--- src/core/rse_params.svh ---
`ifndef RSE_PARAMS_SVH
`define RSE_PARAMS_SVH
`define RSE_BYTE_ONES 8'hFF
`define RSE_BYTE_ZERO 8'h00
`define RSE_BYTE_ONE 8'h01
`define RSE_PC_RESET 10'h000
`define RSE_PC_ONE 10'h001
`endif

--- src/core/rse_pkg.sv ---
package rse_pkg;
    typedef enum logic [4:0] {
        RSE_OP_NONE = 5'h00, RSE_OP_ROTL_SPILL_MEM = 5'h01, RSE_OP_ROTL_SPILL_ACC = 5'h02,
        RSE_OP_ROTR_MEM = 5'h03, RSE_OP_ROTR_ACC = 5'h04, RSE_OP_ROTR_SPILL_MEM = 5'h05,
        RSE_OP_ROTR_SPILL_ACC = 5'h06, RSE_OP_DEC_SKIP_MEM = 5'h07, RSE_OP_DEC_SKIP_ACC = 5'h08,
        RSE_OP_SET_BYTE = 5'h09, RSE_OP_INC_SKIP_MEM = 5'h0a, RSE_OP_INC_SKIP_ACC = 5'h0b,
        RSE_OP_SKIP_BIT_NZ = 5'h0c, RSE_OP_RET_INT = 5'h0d, RSE_OP_SUB_BORROW_ACC = 5'h0e,
        RSE_OP_SUB_BORROW_MEM = 5'h0f, RSE_OP_OR_ACC = 5'h10, RSE_OP_OR_IMM_ACC = 5'h11,
        RSE_OP_OR_MEM = 5'h12
    } rse_op_t;
    typedef enum logic [1:0] {RSE_ST_EXEC = 2'b01, RSE_ST_DUMMY = 2'b10} rse_state_t;
    typedef struct packed {
        logic valid;
        rse_op_t op;
        logic [7:0] mem_data;
        logic [7:0] imm;
        logic [2:0] bit_sel;
        logic [9:0] stack_top;
    } rse_req_t;
    typedef struct packed {
        logic spill;
        logic half_spill;
        logic zero;
        logic signed_range;
    } rse_flags_t;
    typedef struct packed {
        rse_state_t st;
        logic [7:0] accum;
        rse_flags_t flags;
        logic global_interrupt_enable;
        logic mem_we;
        logic [7:0] mem_wdata;
        logic discard_prefetch;
        logic busy;
        logic pc_load;
        logic [9:0] pc_value;
        logic done;
    } rse_state_all_t;
endpackage

--- src/core/rse_exec_unit.sv ---
`timescale 1ns/1ps
`default_nettype none
`include "rse_params.svh"
module rse_exec_unit (
    input wire logic ref_clk, // 200 MHz core clock
    input wire logic reset, // synchronous, active high
    input wire rse_pkg::rse_req_t req, // one-cycle instruction with memory operand
    output logic [7:0] accum, // accumulator
    output rse_pkg::rse_flags_t flags, // status flags
    output logic global_interrupt_enable, // master interrupt enable
    output logic mem_we, // one-cycle memory write strobe
    output logic [7:0] mem_wdata, // memory write data
    output logic discard_prefetch, // one-cycle drop of prefetched instruction
    output logic busy, // high in the dummy cycle, sequencer holds
    output logic pc_load, // one-cycle program counter load
    output logic [9:0] pc_value, // value for program counter load
    output logic done // one-cycle instruction complete
);
    // all state lives in one packed struct so reset and update stay in one place
    rse_pkg::rse_state_all_t s;
    rse_pkg::rse_state_all_t next_s;
    // how an instruction moves through the unit:
    //   the sequencer presents one request for one cycle, with the memory
    //   byte already read; the unit takes it on the next edge when it is in
    //   the exec state.
    //   every result (accumulator, flags, write strobe, program counter load)
    //   appears on the cycle after the take and comes straight from the
    //   state register, so the sequencer sees no combinational path back.
    //   a skip that is taken raises discard_prefetch and busy for one cycle;
    //   the prefetched word is thrown away by the sequencer during that cycle
    //   and done arrives one cycle later than for a plain instruction.
    //   a request that arrives while busy is high is dropped without a trace;
    //   the sequencer is expected to hold its next fetch in that cycle anyway.
    // limitations worth knowing:
    //   only one instruction is ever in flight, so there is no forwarding
    //   between a memory write and the next read of the same address: the
    //   sequencer must present the fresh byte itself.
    //   flag changes land at the take even when a skip follows, since the
    //   dummy cycle carries no work of its own.
    //   an unknown operation code raises nothing at all, not even done, so a
    //   decode fault upstream shows as a stall rather than a wrong result.
    // the dummy cycle is a state of its own rather than a counter, which keeps
    // the two-cycle timing visible in the state code and costs two flip-flops.
    // decode and execute; requests arriving in the dummy cycle are ignored
    always_comb begin
        logic [7:0] m;
        logic [7:0] r;
        logic [8:0] sum;
        logic [4:0] low;
        logic take;
        m = req.mem_data;
        r = `RSE_BYTE_ZERO;
        sum = 9'h000;
        low = 5'h00;
        take = 1'b0;
        next_s = s;
        next_s.mem_we = 1'b0;
        next_s.discard_prefetch = 1'b0;
        next_s.pc_load = 1'b0;
        next_s.done = 1'b0;
        case (s.st)
            rse_pkg::RSE_ST_EXEC: begin
                if (req.valid) begin
                    next_s.done = 1'b1;
                    // first pass: compute the result byte, flags and skip
                    // condition; where the result goes is decided below
                    case (req.op)
                        // left rotate through spill: bit 7 out, old spill in
                        rse_pkg::RSE_OP_ROTL_SPILL_MEM,
                        rse_pkg::RSE_OP_ROTL_SPILL_ACC: begin
                            r = {m[6:0], s.flags.spill};
                            next_s.flags.spill = m[7];
                        end
                        // plain right rotate: a closed ring, flags untouched
                        rse_pkg::RSE_OP_ROTR_MEM,
                        rse_pkg::RSE_OP_ROTR_ACC: begin
                            r = {m[0], m[7:1]};
                        end
                        // nine-bit ring: spill sits above bit 7
                        rse_pkg::RSE_OP_ROTR_SPILL_MEM,
                        rse_pkg::RSE_OP_ROTR_SPILL_ACC: begin
                            r = {s.flags.spill, m[7:1]};
                            next_s.flags.spill = m[0];
                        end
                        // decrement wraps from zero to all ones without a flag
                        rse_pkg::RSE_OP_DEC_SKIP_MEM,
                        rse_pkg::RSE_OP_DEC_SKIP_ACC: begin
                            r = m - `RSE_BYTE_ONE;
                            take = (r == `RSE_BYTE_ZERO);
                        end
                        // increment skips only on the wrap from all ones
                        rse_pkg::RSE_OP_INC_SKIP_MEM,
                        rse_pkg::RSE_OP_INC_SKIP_ACC: begin
                            r = m + `RSE_BYTE_ONE;
                            take = (r == `RSE_BYTE_ZERO);
                        end
                        // set byte ignores the operand entirely
                        rse_pkg::RSE_OP_SET_BYTE: begin
                            r = `RSE_BYTE_ONES;
                        end
                        // bit test writes nothing; only the skip path moves
                        rse_pkg::RSE_OP_SKIP_BIT_NZ: begin
                            take = m[req.bit_sel];
                        end
                        // return reloads the counter and reopens interrupts
                        // together, so no interrupt can slip in between
                        rse_pkg::RSE_OP_RET_INT: begin
                            next_s.pc_load = 1'b1;
                            next_s.pc_value = req.stack_top;
                            next_s.global_interrupt_enable = 1'b1;
                        end
                        rse_pkg::RSE_OP_SUB_BORROW_ACC,
                        rse_pkg::RSE_OP_SUB_BORROW_MEM: begin
                            // spill set means no borrow, so it adds straight in
                            sum = {1'b0, s.accum} + {1'b0, ~m} + {8'h00, s.flags.spill};
                            low = {1'b0, s.accum[3:0]} + {1'b0, ~m[3:0]}
                                + {4'h0, s.flags.spill};
                            r = sum[7:0];
                            next_s.flags.spill = sum[8];
                            next_s.flags.half_spill = low[4];
                            next_s.flags.zero = (sum[7:0] == `RSE_BYTE_ZERO);
                            next_s.flags.signed_range = (s.accum[7] == ~m[7])
                                && (sum[7] != s.accum[7]);
                        end
                        // or forms touch only the zero flag
                        rse_pkg::RSE_OP_OR_ACC,
                        rse_pkg::RSE_OP_OR_MEM: begin
                            r = s.accum | m;
                            next_s.flags.zero = (r == `RSE_BYTE_ZERO);
                        end
                        rse_pkg::RSE_OP_OR_IMM_ACC: begin
                            r = s.accum | req.imm;
                            next_s.flags.zero = (r == `RSE_BYTE_ZERO);
                        end
                        // unknown or empty code: no result, no done
                        default: begin
                            next_s.done = 1'b0;
                        end
                    endcase
                    // route result to memory or accumulator per variant
                    case (req.op)
                        rse_pkg::RSE_OP_ROTL_SPILL_MEM, rse_pkg::RSE_OP_ROTR_MEM,
                        rse_pkg::RSE_OP_ROTR_SPILL_MEM, rse_pkg::RSE_OP_DEC_SKIP_MEM,
                        rse_pkg::RSE_OP_INC_SKIP_MEM, rse_pkg::RSE_OP_SET_BYTE,
                        rse_pkg::RSE_OP_SUB_BORROW_MEM, rse_pkg::RSE_OP_OR_MEM: begin
                            next_s.mem_we = 1'b1;
                            next_s.mem_wdata = r;
                        end
                        rse_pkg::RSE_OP_ROTL_SPILL_ACC, rse_pkg::RSE_OP_ROTR_ACC,
                        rse_pkg::RSE_OP_ROTR_SPILL_ACC, rse_pkg::RSE_OP_DEC_SKIP_ACC,
                        rse_pkg::RSE_OP_INC_SKIP_ACC, rse_pkg::RSE_OP_SUB_BORROW_ACC,
                        rse_pkg::RSE_OP_OR_ACC, rse_pkg::RSE_OP_OR_IMM_ACC: begin
                            next_s.accum = r;
                        end
                        default: begin
                            next_s.mem_we = 1'b0;
                        end
                    endcase
                    // a taken skip costs one dummy cycle; done moves to its end
                    if (take) begin
                        next_s.discard_prefetch = 1'b1;
                        next_s.busy = 1'b1;
                        next_s.done = 1'b0;
                        next_s.st = rse_pkg::RSE_ST_DUMMY;
                    end
                end
            end
            // dummy cycle: no work, the request on the bus is dropped
            rse_pkg::RSE_ST_DUMMY: begin
                next_s.busy = 1'b0;
                next_s.done = 1'b1;
                next_s.st = rse_pkg::RSE_ST_EXEC;
            end
            // an illegal state code falls back to exec rather than locking up
            default: begin
                next_s.st = rse_pkg::RSE_ST_EXEC;
                next_s.busy = 1'b0;
            end
        endcase
    end
    // single state register; reset clears everything to idle
    always_ff @(posedge ref_clk) begin
        if (reset) begin
            s <= '0;
            s.st <= rse_pkg::RSE_ST_EXEC;
            s.pc_value <= `RSE_PC_RESET;
        end else begin
            s <= next_s;
        end
    end
    // every output is a plain view of the state register
    assign accum = s.accum;
    assign flags = s.flags;
    assign global_interrupt_enable = s.global_interrupt_enable;
    assign mem_we = s.mem_we;
    assign mem_wdata = s.mem_wdata;
    assign discard_prefetch = s.discard_prefetch;
    assign busy = s.busy;
    assign pc_load = s.pc_load;
    assign pc_value = s.pc_value;
    assign done = s.done;
endmodule // rse_exec_unit
`default_nettype wire

--- config.mk ---
export PLATFORM = sky130hd
export DESIGN_NAME = rse_exec_unit
export DESIGN_NICKNAME = d
export VERILOG_FILES = /design/src/core/rse_pkg.sv /design/src/core/rse_exec_unit.sv
export VERILOG_INCLUDE_DIRS = /design/src /design/src/core
export SDC_FILE = /design/constraint.sdc
export NUM_CORES = 1
export LEC_CHECK = 0
export BUFFER_PORTS_ARGS = -buffer_cell sky130_fd_sc_hd__buf_2
export CAP_MARGIN = 20
export CORE_MARGIN = 4
export CORE_UTILIZATION = 60
export DETAILED_ROUTE_END_ITERATION = 8
export GPL_TIMING_DRIVEN = 0
export MAX_ROUTING_LAYER = met4
export PLACE_DENSITY = 0.92
export SYNTH_ARGS = -nofsm -noshare
export SYNTH_HDL_FRONTEND = slang
export SYNTH_SLANG_ARGS = --single-unit
--- constraint.sdc ---
create_clock -name ref_clk -period 5.8 [get_ports ref_clk]
set_clock_uncertainty 0.1 [all_clocks]
set_input_delay 0.87 -clock ref_clk [delete_from_list [all_inputs] [get_ports ref_clk]]
set_output_delay 0.87 -clock ref_clk [all_outputs]
set_load 0.03 [all_outputs]
==> results of run 1 <==
path summary, 6_finish.rpt:
kind,end,cells past startpoint,start
min,flags[1],2,flags[1]
max,accum[5],10,req[22]
min reg2reg,flags[1],2,flags[1]
max reg2reg,accum[5],8,accum[0]
flip-flops by register name, summed over array words and instances, names as in the netlist:
signal                   cells
done                         1
global_interrupt_enable      1
pc_load                      1
mem_wdata                    8
flags                        4
pc_value                    10
accum                        8
mem_we                       1
s                            2
discard_prefetch             1
worst max-delay path, delay by kind of cell:
kind                     cells  cell delay, ps
AND/OR/NAND/NOR              1             310
AO/OA/AOI/OAI                4            1430
multiplexers                 1             270
buffers and inverters        3             770
adder cells (fa/ha/maj)      1             340
cell families (layout without fill, tap and decap cells):
| logic type | count (synthesis) | after routing | synth area share, % |
|---|---|---|---|
| mux | 21 | 21 | 6.83 |
| xor+xnor | 13 | 13 | 3.29 |
| simple gates | 164 | 164 | 25.8 |
| compound gates | 108 | 108 | 21.6 |
| fa+ha+maj | 23 | 23 | 8.74 |
| flops | 37 | 37 | 21.4 |
| buf+inv | 83 | 160 | 12.4 |
layout make-up:
| class | instances | area share [%] |
|---|---|---|
| well taps | 72 | 2.23 |
| plain buffers | 59 | 8.37 |
| repair buffers | 69 | 8.56 |
| clock buffers | 5 | 1.70 |
| multi-input cells | 329 | 56.9 |
| flip-flops and latches | 37 | 18.4 |
| inverters | 24 | 2.23 |
| clock inverters | 3 | 1.70 |
Yosys cell counts (8+ instances only):
master,number,area share (%)
clkbuf_1,25,2.7
nor2b_1,8,1.4
o21ai_0,20,2.9
ha_1,21,7.6
nor3_1,13,1.9
xnor2_1,10,2.5
a211oi_1,9,2.0
nand2_1,30,3.3
dfxtp_1,37,21
mux2i_1,18,5.2
inv_1,22,2.4
nor2_1,51,5.5
buf_4,30,6.5
a21oi_1,28,4.0
where the power goes:
part           internal [mW]  total, mW  switching, mW
logic                 0.0771      0.209          0.132
clock network          0.173      0.270         0.0967
registers              0.261      0.267        0.00634
layer usage:
metal  up-vias  track usage, %  wire, µm
li1       1745               -         -
met1      1792            40.9      4430
met2       236            54.5      5360
met3        39            4.74      1200
met4         0            10.7       396
met5         -               -         0
stage by stage:
| stage | area, µm² | hold slack (ps) |
|---|---|---|
| 2_1_floorplan | 3460 | 332 |
| 6_report | 4040 | 369 |
| 5_1_grt | 4040 | 411 |
| 4_1_cts | 4040 | 371 |
| 3_5_place_dp | 3900 | 359 |
| 3_3_place_gp | 3900 | 344 |
==> results.md, run 1 <==
* Period Utilization, post-route at approximately two thirds
* Gr usage total at around 33%
* Worst setup EP type: register
* Most common cell after layout, fill and taps aside: buf_2
* Power Dens Cells at 185 nW/µm²
* Post-DR vias/cell at roughly 6.4
* Die W at around 84 µm
* Place WS at 1690 ps
* Post-DP HPWL at about 9 mm
* Register area at 741 µm²
* Cts bufs inserted at 5
* Cell area after synthesis at around 3500 µm²
* H-tree depth at 2
* Hold Vio Cnt, Final at 0
* Clock Latency Late Sink at about 290 ps
* Share of post-route cells with drive strength above 1 at about 26%
* Netlist cell types at 66
* Top_reg_cell synth: dfxtp_1
* Slew HR at about 19%
* Clk pin slew, worst setup/hold paths at around 80 ps
* Diode count at 0
* Setup_tns at 0 ps
* Largest net degree at the start of global routing at 14
* Crit path launch type: input port
* Synth Register Bits at 37
* CTS resizes at 0
* Die height at roughly 84 µm
* Vias at approximately 3,800
* Drt first pass iters at 6
* Async S/R FF share, synth at 0%
* Unrepaired setup endpoints after global routing: false
* Most frequent cells in the layout: buf_2, nor2_1, dfxtp_1
* Tmin final at slightly below 4000 ps
* Fin. max-slew vios at 0
* CP arrival at roughly 4000 ps
* Max-Cap Viols at 0
* Peak VDD IR at 0.192 mV
* Crit-path max FO at 9
* Area occupied by multi-input gates at around 2300 µm²
* CTS Hold Bufs at 0
* Routed length per instance at around 19 µm
* Slowest cell on the critical path: a2111oi_0
* DRC at 0
* Slew of the pin with the lowest slew margin at ~1200 ps
* Area Growth Syn to Fin at 16.5%
* CP Cell Sequence: buf_2, clkbuf_1, inv_1, ha_1, or2_2, a211o_1, mux2_2, a2111oi_0, a211oi_1, a211oi_1
* Postcts setup bufs at 0
* Core Region at approximately 5500 µm²
* Die area at 7050 µm²
* Syn Area/Cell at between 7 and 8 µm²
* Post-synth EDFFs at 0
* Hold Crit Class: reg2reg
* I/O Buffers at just under 70
* Antenna Nets Post-Route at 0
* CP required at between 5000 and 6000 ps
* Filler cells at 452
* Global-route wire length before repair at 18.2 mm
* Reg2reg setup slack at around 2600 ps
* Placed instance count at 590
* Synth warn at 0
* Post-layout util at 72.9%
* Final Non-Filler Cells at around 600
* Vias in the first global route at 3,630
* Seq/Total Area, Yosys at 21.4%
* Clk sink count at 37
* GPL Wtd Cong at 1.07
* Crit path kind: in2reg
* Clk buf depth at 2
* Fin nets at approximately 590
* Leak Pwr at roughly 1.7 nW
* Cells after Synth at between 400 and 500
* Initial core utilization at around 63%
* CTS tree: yes
* Status: finished, final reports clean
* CP dominant cell by count: a211oi_1
* Setup-failing EPs final at 0
* Congestion Overflow GR at 0
* FMAX at roughly 260 MHz
* Root Buffer: clkbuf_8
* I/O pin total at between 70 and 80
* Post-route setup slack at between 1500 and 2000 ps
* Post-Route WL at 11.4 mm
* Total power at 0.746 mW
* Post-Syn Nets at 509
* Slowest stage delay, CP at roughly 600 ps
* Rows at 27
* Initial antenna violation count at 0
* Iter 0 DRT Violations at 387
No activity file was read; power rests on OpenSTA's default activity.
==> run 2, diff against run 1 <==
--- a/config.mk
+++ b/config.mk
@@ -9,11 +9,11 @@
 export BUFFER_PORTS_ARGS = -buffer_cell sky130_fd_sc_hd__buf_2
 export CAP_MARGIN = 20
 export CORE_MARGIN = 4
-export CORE_UTILIZATION = 60
+export CORE_UTILIZATION = 51
 export DETAILED_ROUTE_END_ITERATION = 8
 export GPL_TIMING_DRIVEN = 0
 export MAX_ROUTING_LAYER = met4
-export PLACE_DENSITY = 0.92
+export PLACE_DENSITY = 0.83
 export SYNTH_ARGS = -nofsm -noshare
 export SYNTH_HDL_FRONTEND = slang
 export SYNTH_SLANG_ARGS = --single-unit
==> constraint.sdc (replaced) <==
create_clock -name ref_clk -period 3.3 [get_ports ref_clk]
set_clock_uncertainty 0.1 [all_clocks]
set_input_delay 0.495 -clock ref_clk [delete_from_list [all_inputs] [get_ports ref_clk]]
set_output_delay 0.495 -clock ref_clk [all_outputs]
set_load 0.03 [all_outputs]
==> run 2 against run 1 <==
  * Setup slack worse by 1800 ps
  * Count of clock-buffer cells in the layout unchanged
  * Critical path depth unchanged
  * Hold slack worse by 32 ps
  * Final area up 0.22%
  * Routed wire length up 0.24%
  * Via count down 4.5%
  * Critical endpoint is now done
==> results.md, run 2 (synthesis gave the netlist of run 1 again) <==
* Status: finished, final reports clean
* Routed length per instance at 18.9 µm (-0.59%)
* I/O pin total at 73 (unchanged)
* Hold Vio Cnt, Final at 0 (unchanged)
* CP arrival at 3260 ps (-740 ps)
* Setup-failing EPs final at 0 (unchanged)
* Most common cell after layout, fill and taps aside: buf_2
* Largest Register: pc_value
* Gr busiest metal: met2
* Clk buf depth at 2 (unchanged)
* Post-DR vias/cell at 6.04 (-5.3%)
* Global-route wire length before repair at 18.1 mm (-0.11%)
* Post-route setup slack at 126 ps (-1780 ps)
* Area Growth Syn to Fin at 16.8%
* WHS at 336 ps (-32.3 ps)
* Crit-path max FO at 10 (+1)
* Share of post-route cells with drive strength above 1 at 26.1% (+0.24 points)
* Crit path kind: in2reg
* Die area at 8170 µm² (+16%)
* Iter 0 DRT Violations at 281 (-27%)
* Gr usage total at 28.4% (-4.4 points)
* Vias at 3,642 (-4.5%)
* CP required at 3390 ps (-2510 ps)
* I/O Buffers at 69 (unchanged)
* Fin nets at 584 (-0.17%)
* Place WS at -474 ps (-2170 ps)
* Clock Latency Late Sink at 290 ps (about the same)
* Initial antenna violation count at 1 (+1)
* Crit path launch type: input port
* CTS Hold Bufs at 0 (unchanged)
* Vias in the first global route at 3,413 (-6.0%)
* FMAX at 315 MHz
* H-tree depth at 2 (unchanged)
* Total power at 1.32 mW (+77%)
* Most frequent cells in the layout: buf_2, nor2_1, dfxtp_1
* Die height at 90.4 µm (+7.7%)
* Worst setup EP type: register
* Met2 global-route usage at 43.1% (-11 points)
* Post-Route WL at 11.4 mm (+0.24%)
* Post-layout util at 62.6% (-10 points)
* Unrepaired setup endpoints after global routing: false
* Peak VDD IR at 0.274 mV (+43%)
* Hold Crit Class: in2reg
* Drt first pass iters at 6 (unchanged)
* Final Non-Filler Cells at 603 (+0.84%)
* Rows at 29 (+7.4%)
* Met3 Usage GRT at 6.92% (+2.2 points)
* Die W at 90.4 µm (+7.7%)
* M1 GR Usage at 36.4% (-4.6 points)
* Congestion Overflow GR at 0 (unchanged)
* Antenna Nets Post-Route at 0 (unchanged)
* Max-Cap Viols at 0 (unchanged)
* CTS tree: yes
* Root Buffer: clkbuf_8
* Leak Pwr at 1.69 nW (+0.11%)
* Post-DP HPWL at 9.20 mm (+1.8%)
* GPL Wtd Cong at 0.999 (-6.6%)
* DP Area at 3910 µm² (+0.16%)
* Largest net degree at the start of global routing at 14 (unchanged)
* Clk pin slew, worst setup/hold paths at 80 ps (about the same)
* Initial core utilization at 53.6% (-8.9 points)
* Setup_tns at 0 ps (unchanged)
* Core Region at 6460 µm² (+17%)
* Max FFs per register at 10 (unchanged)
* DRC at 0 (unchanged)
* Reg2reg setup slack at 250 ps (-2390 ps)
* Power Dens Cells at 326 nW/µm² (+76%)
* Tmin final at around 3200 ps
* Cts bufs inserted at 5 (unchanged)
* Fin. max-slew vios at 0 (unchanged)
* Final Cell Area at 4050 µm² (+0.22%)
* Placed instance count at 595 (+0.85%)
* Period Utilization, post-route at a little over nine tenths
* Slew HR at 20.1% (+0.65 points)
* Clk sink count at 37 (unchanged)
* Slew of the pin with the lowest slew margin at 1180 ps (-9.68 ps)
## run 2: power breakdown
part | leakage [nW] | internal, mW | switching (mW)
clock | 0.0688 | 0.304 | 0.177
combinational | 1.32 | 0.136 | 0.232
sequential | 0.300 | 0.458 | 0.0110
## run 2: area by class of cell
class,instances,area [µm²]
clock buffers,5,68.8
flip-flops and latches,37,741
diodes,1,2.50
fillers,617,2410
clock inverters,3,68.8
plain buffers,58,335
inverters,24,90.1
multi-input cells,329,2300
well taps,77,96.3
repair buffers,69,345
## run 2: repair_timing
item	4_1_cts	5_1_grt
setup buffers	0	0
pin swaps	0	0
resized for setup	1	3
hold endpoints to repair	0	0
setup endpoints to repair	3	3
## run 2: layer usage
layer | vias to the layer above | routed length [µm]
met1 | 1667 | 4850
met4 | 0 | 354
met3 | 30 | 1040
li1 | 1748 | -
met5 | - | 0
met2 | 197 | 5180
## run 2: critical path: stages
cell and delay (ps):
buf_2 190, clkbuf_1 440, inv_1 130, ha_1 300, xor2_1 170, or3b_2 450
or4b_4 510, o31ai_4 270, nor3_1 90, o21a_1 200
## run 2: path summary, 6_finish.rpt
kind,start,endpoint,cells after the start
max,req[21],done,10
min,req[2],pc_value[2],3
max reg2reg,accum[0],mem_wdata[5],8
min reg2reg,flags[0],flags[0],2
==> run 3, diff against run 2 <==
--- a/config.mk
+++ b/config.mk
@@ -6,14 +6,15 @@
 export SDC_FILE = /design/constraint.sdc
 export NUM_CORES = 1
 export LEC_CHECK = 0
+export ABC_AREA = 1
 export BUFFER_PORTS_ARGS = -buffer_cell sky130_fd_sc_hd__buf_2
 export CAP_MARGIN = 20
 export CORE_MARGIN = 4
-export CORE_UTILIZATION = 51
+export CORE_UTILIZATION = 50
 export DETAILED_ROUTE_END_ITERATION = 8
 export GPL_TIMING_DRIVEN = 0
 export MAX_ROUTING_LAYER = met4
-export PLACE_DENSITY = 0.83
+export PLACE_DENSITY = 0.82
 export SYNTH_ARGS = -nofsm -noshare
 export SYNTH_HDL_FRONTEND = slang
 export SYNTH_SLANG_ARGS = --single-unit
==> run 3 against run 2 <==
  * Non-clock buffer count shrank 18
  * Critical path depth grew 1
  * Largest cell class unchanged
  * Flip-flop and latch count is the same
  * Via count shrank 1.9%
  * Critical path type is now reg2reg
  * Largest power group is now sequential cells
==> results.md, run 3 <==
* CTS Hold Bufs at 0 (unchanged)
* Post-Syn Nets at 590 (+16%)
* Peak VDD IR at 0.332 mV (+21%)
* Cell area after synthesis at 3280 µm² (-5.4%)
* DRC at 0 (unchanged)
* Tmin final at 2430 ps (-748 ps)
* Iter 0 DRT Violations at 186 (-34%)
* Cells after Synth at 530 (+18%)
* Post-DR vias/cell at 5.23 (-13%)
* Post-Route WL at 9.38 mm (-18%)
* Yosys top cell area share at 22.6% (+1.2 points)
* M1 GR Usage at 32.9% (-3.4 points)
* Post-synth EDFFs at 0 (unchanged)
* Setup-failing EPs final at 0 (unchanged)
* Crit-path max FO at 4 (-6)
* Gr usage total at 24.4% (-4.0 points)
* Leak Pwr at 2.10 nW (+24%)
* Initial antenna violation count at 0 (-1)
* Max FFs per register at 10 (unchanged)
* Worst path top cell family by delay: simple AND/OR/NAND/NOR gates
* Clk pin slew, worst setup/hold paths at 70 ps (about the same)
* Async S/R FF share, synth at 0% (unchanged)
* Status: finished, final reports clean
* I/O Buffers at 69 (unchanged)
* Worst setup EP type: register
* Hold Crit Class: in2reg
* FMAX at 412 MHz (+31%)
* Root Buffer: clkbuf_8
* Met3 Usage GRT at 3.96% (-3.0 points)
* Synth warn at 0 (unchanged)
* CTS tree: yes
* Core Region at 6350 µm² (-1.7%)
* Initial core utilization at 51.6% (-2.0 points)
* Gr busiest metal: met2
* Routed length per instance at 13.7 µm (-27%)
* Seq/Total Area, Yosys at 22.6% (+1.2 points)
* Drt first pass iters at 6 (unchanged)
* Total power at 1.17 mW (-11%)
* Clock Latency Late Sink at 290 ps (about the same)
* Most common cell in the netlist: nor2_1
* Most common cell after layout, fill and taps aside: nor2_1
* Crit path kind: reg2reg
* Place WS at 699 ps (+1170 ps)
* Slew of the pin with the lowest slew margin at 494 ps (-688 ps)
* Share of post-route cells with drive strength above 1 at 24.1% (-2.0 points)
* CP required at 3380 ps (about the same)
* Fin nets at 666 (+14%)
* Syn Area/Cell at 6.18 µm² (-20%)
* H-tree depth at 2 (unchanged)
* Clk buf depth at 2 (unchanged)
* Postcts setup bufs at 0 (unchanged)
* Cts bufs inserted at 5 (unchanged)
* Crit path launch type: register
* Top_reg_cell synth: dfxtp_1
* Power Dens Cells at 307 nW/µm² (-5.9%)
* Synth Register Bits at 37 (unchanged)
* Vias in the first global route at 3,114 (-8.8%)
* Congestion Overflow GR at 0 (unchanged)
* Global-route wire length before repair at 14.7 mm (-19%)
* Die W at 89.0 µm (-1.6%)
* Post-DP HPWL at 7.61 mm (-17%)
* Post-layout util at 60.0% (-2.7 points)
* Diode count at 0 (-1)
* Largest Register: pc_value
* Netlist cell types at 34 (-48%)
* Clk sink count at 37 (unchanged)
* Final Cell Area at 3810 µm² (-5.8%)
* Met2 global-route usage at 38.8% (-4.3 points)
* Area leader, netlist: dfxtp_1
* Die area at 7910 µm² (-3.2%)
* Largest net degree at the start of global routing at 12 (-2)
* CTS resizes at 0 (-1)
* Fin. max-slew vios at 0 (unchanged)
* Setup_tns at 0 ps (unchanged)
* Area contributors post-synth: dfxtp_1, nor2_1, nand2_1, ha_1, buf_4
* Die height at 89.0 µm (-1.6%)
* Period Utilization, post-route at 73.5% (-23 points)
* Max-Cap Viols at 0 (unchanged)
* DP Area at 3720 µm² (-4.8%)
* Slew HR at 67.1% (+47 points)
* CP arrival at 2510 ps (-750 ps)
* Area Growth Syn to Fin at 16.2%
* Unrepaired setup endpoints after global routing: false
* Rows at 29 (unchanged)
* Post-route setup slack at 874 ps (+748 ps)
* CP Cell Sequence: inv_1, fa_1, inv_1, fa_1, nand3_1, nand2_1, xor2_1, or2_2, nand3_1, nor2_1, nor2_1
* Vias at 3,571 (-1.9%)
* Most frequent cells in the layout: nor2_1, nand2_1, buf_2
* Buffers & Inverters on Critical Path at 2 (-1)
* Hold Vio Cnt, Final at 0 (unchanged)
* I/O pin total at 73 (unchanged)
* GPL Wtd Cong at 0.982 (-1.7%)
* Slowest cell on the critical path: dfxtp_1
* Slowest stage delay, CP at 410 ps (-100 ps)
* Commonest cells post-synth: nor2_1, nand2_1, inv_1, dfxtp_1, nand3_1
* Antenna Nets Post-Route at 0 (unchanged)
-- run 3: worst paths after layout --
kind | from | to | slack, ps | cells after the start
min reg2reg | global_interrupt_enable | global_interrupt_enable | 380 | 2
min | req[0] | pc_value[0] | 320 | 3
max reg2reg | accum[0] | mem_wdata[4] | 870 | 11
max | accum[0] | mem_wdata[4] | 870 | 11
-- run 3: power by group --
| group | leakage, nW | internal (mW) | switching, mW |
|---|---|---|---|
| Combinational | 1.76 | 0.129 | 0.235 |
| Sequential | 0.301 | 0.464 | 0.0170 |
| Clock | 0.0433 | 0.165 | 0.158 |
| Total | 2.10 | 0.759 | 0.410 |
-- run 3: tightest hold or removal path: cells and delay by family --
kind | cells | cell delay (ps)
AND/OR/NAND/NOR | 2 | 110
buffers and inverters | 1 | 70
-- run 3: cell type report --
type	instances	area [µm²]
fill	620	2540
sequential	37	741
clock inverter	1	7.51
inverter	65	244
multi-input combinational	388	2010
timing repair buffer	69	345
tap	77	96.3
buffer	40	283
clock buffer	6	82.6
-- run 3: kinds of logic (layout without fill, tap and decap cells) --
logic type / Yosys count / count (layout) / synth area share, %
simple gates: 278 / 278 / 36.9
buf+inv: 105 / 181 / 16.1
compound gates: 80 / 80 / 13.3
flops: 37 / 37 / 22.6
fa+ha+maj: 23 / 23 / 9.24
xor+xnor: 7 / 7 / 1.87
-- run 3: metal layers --
layer | vias to the layer above | share of wire, %
met3 | 15 | 7.4
met5 | - | 0
li1 | 1816 | -
met4 | 0 | 1.8
met1 | 1617 | 45
met2 | 123 | 46
-- run 3: metrics by stage --
step	std cells	hold WS (ps)
detailed placement	676	364
finish	683	324
floorplan	530	377
global placement	676	362
CTS	683	324
global route	683	340
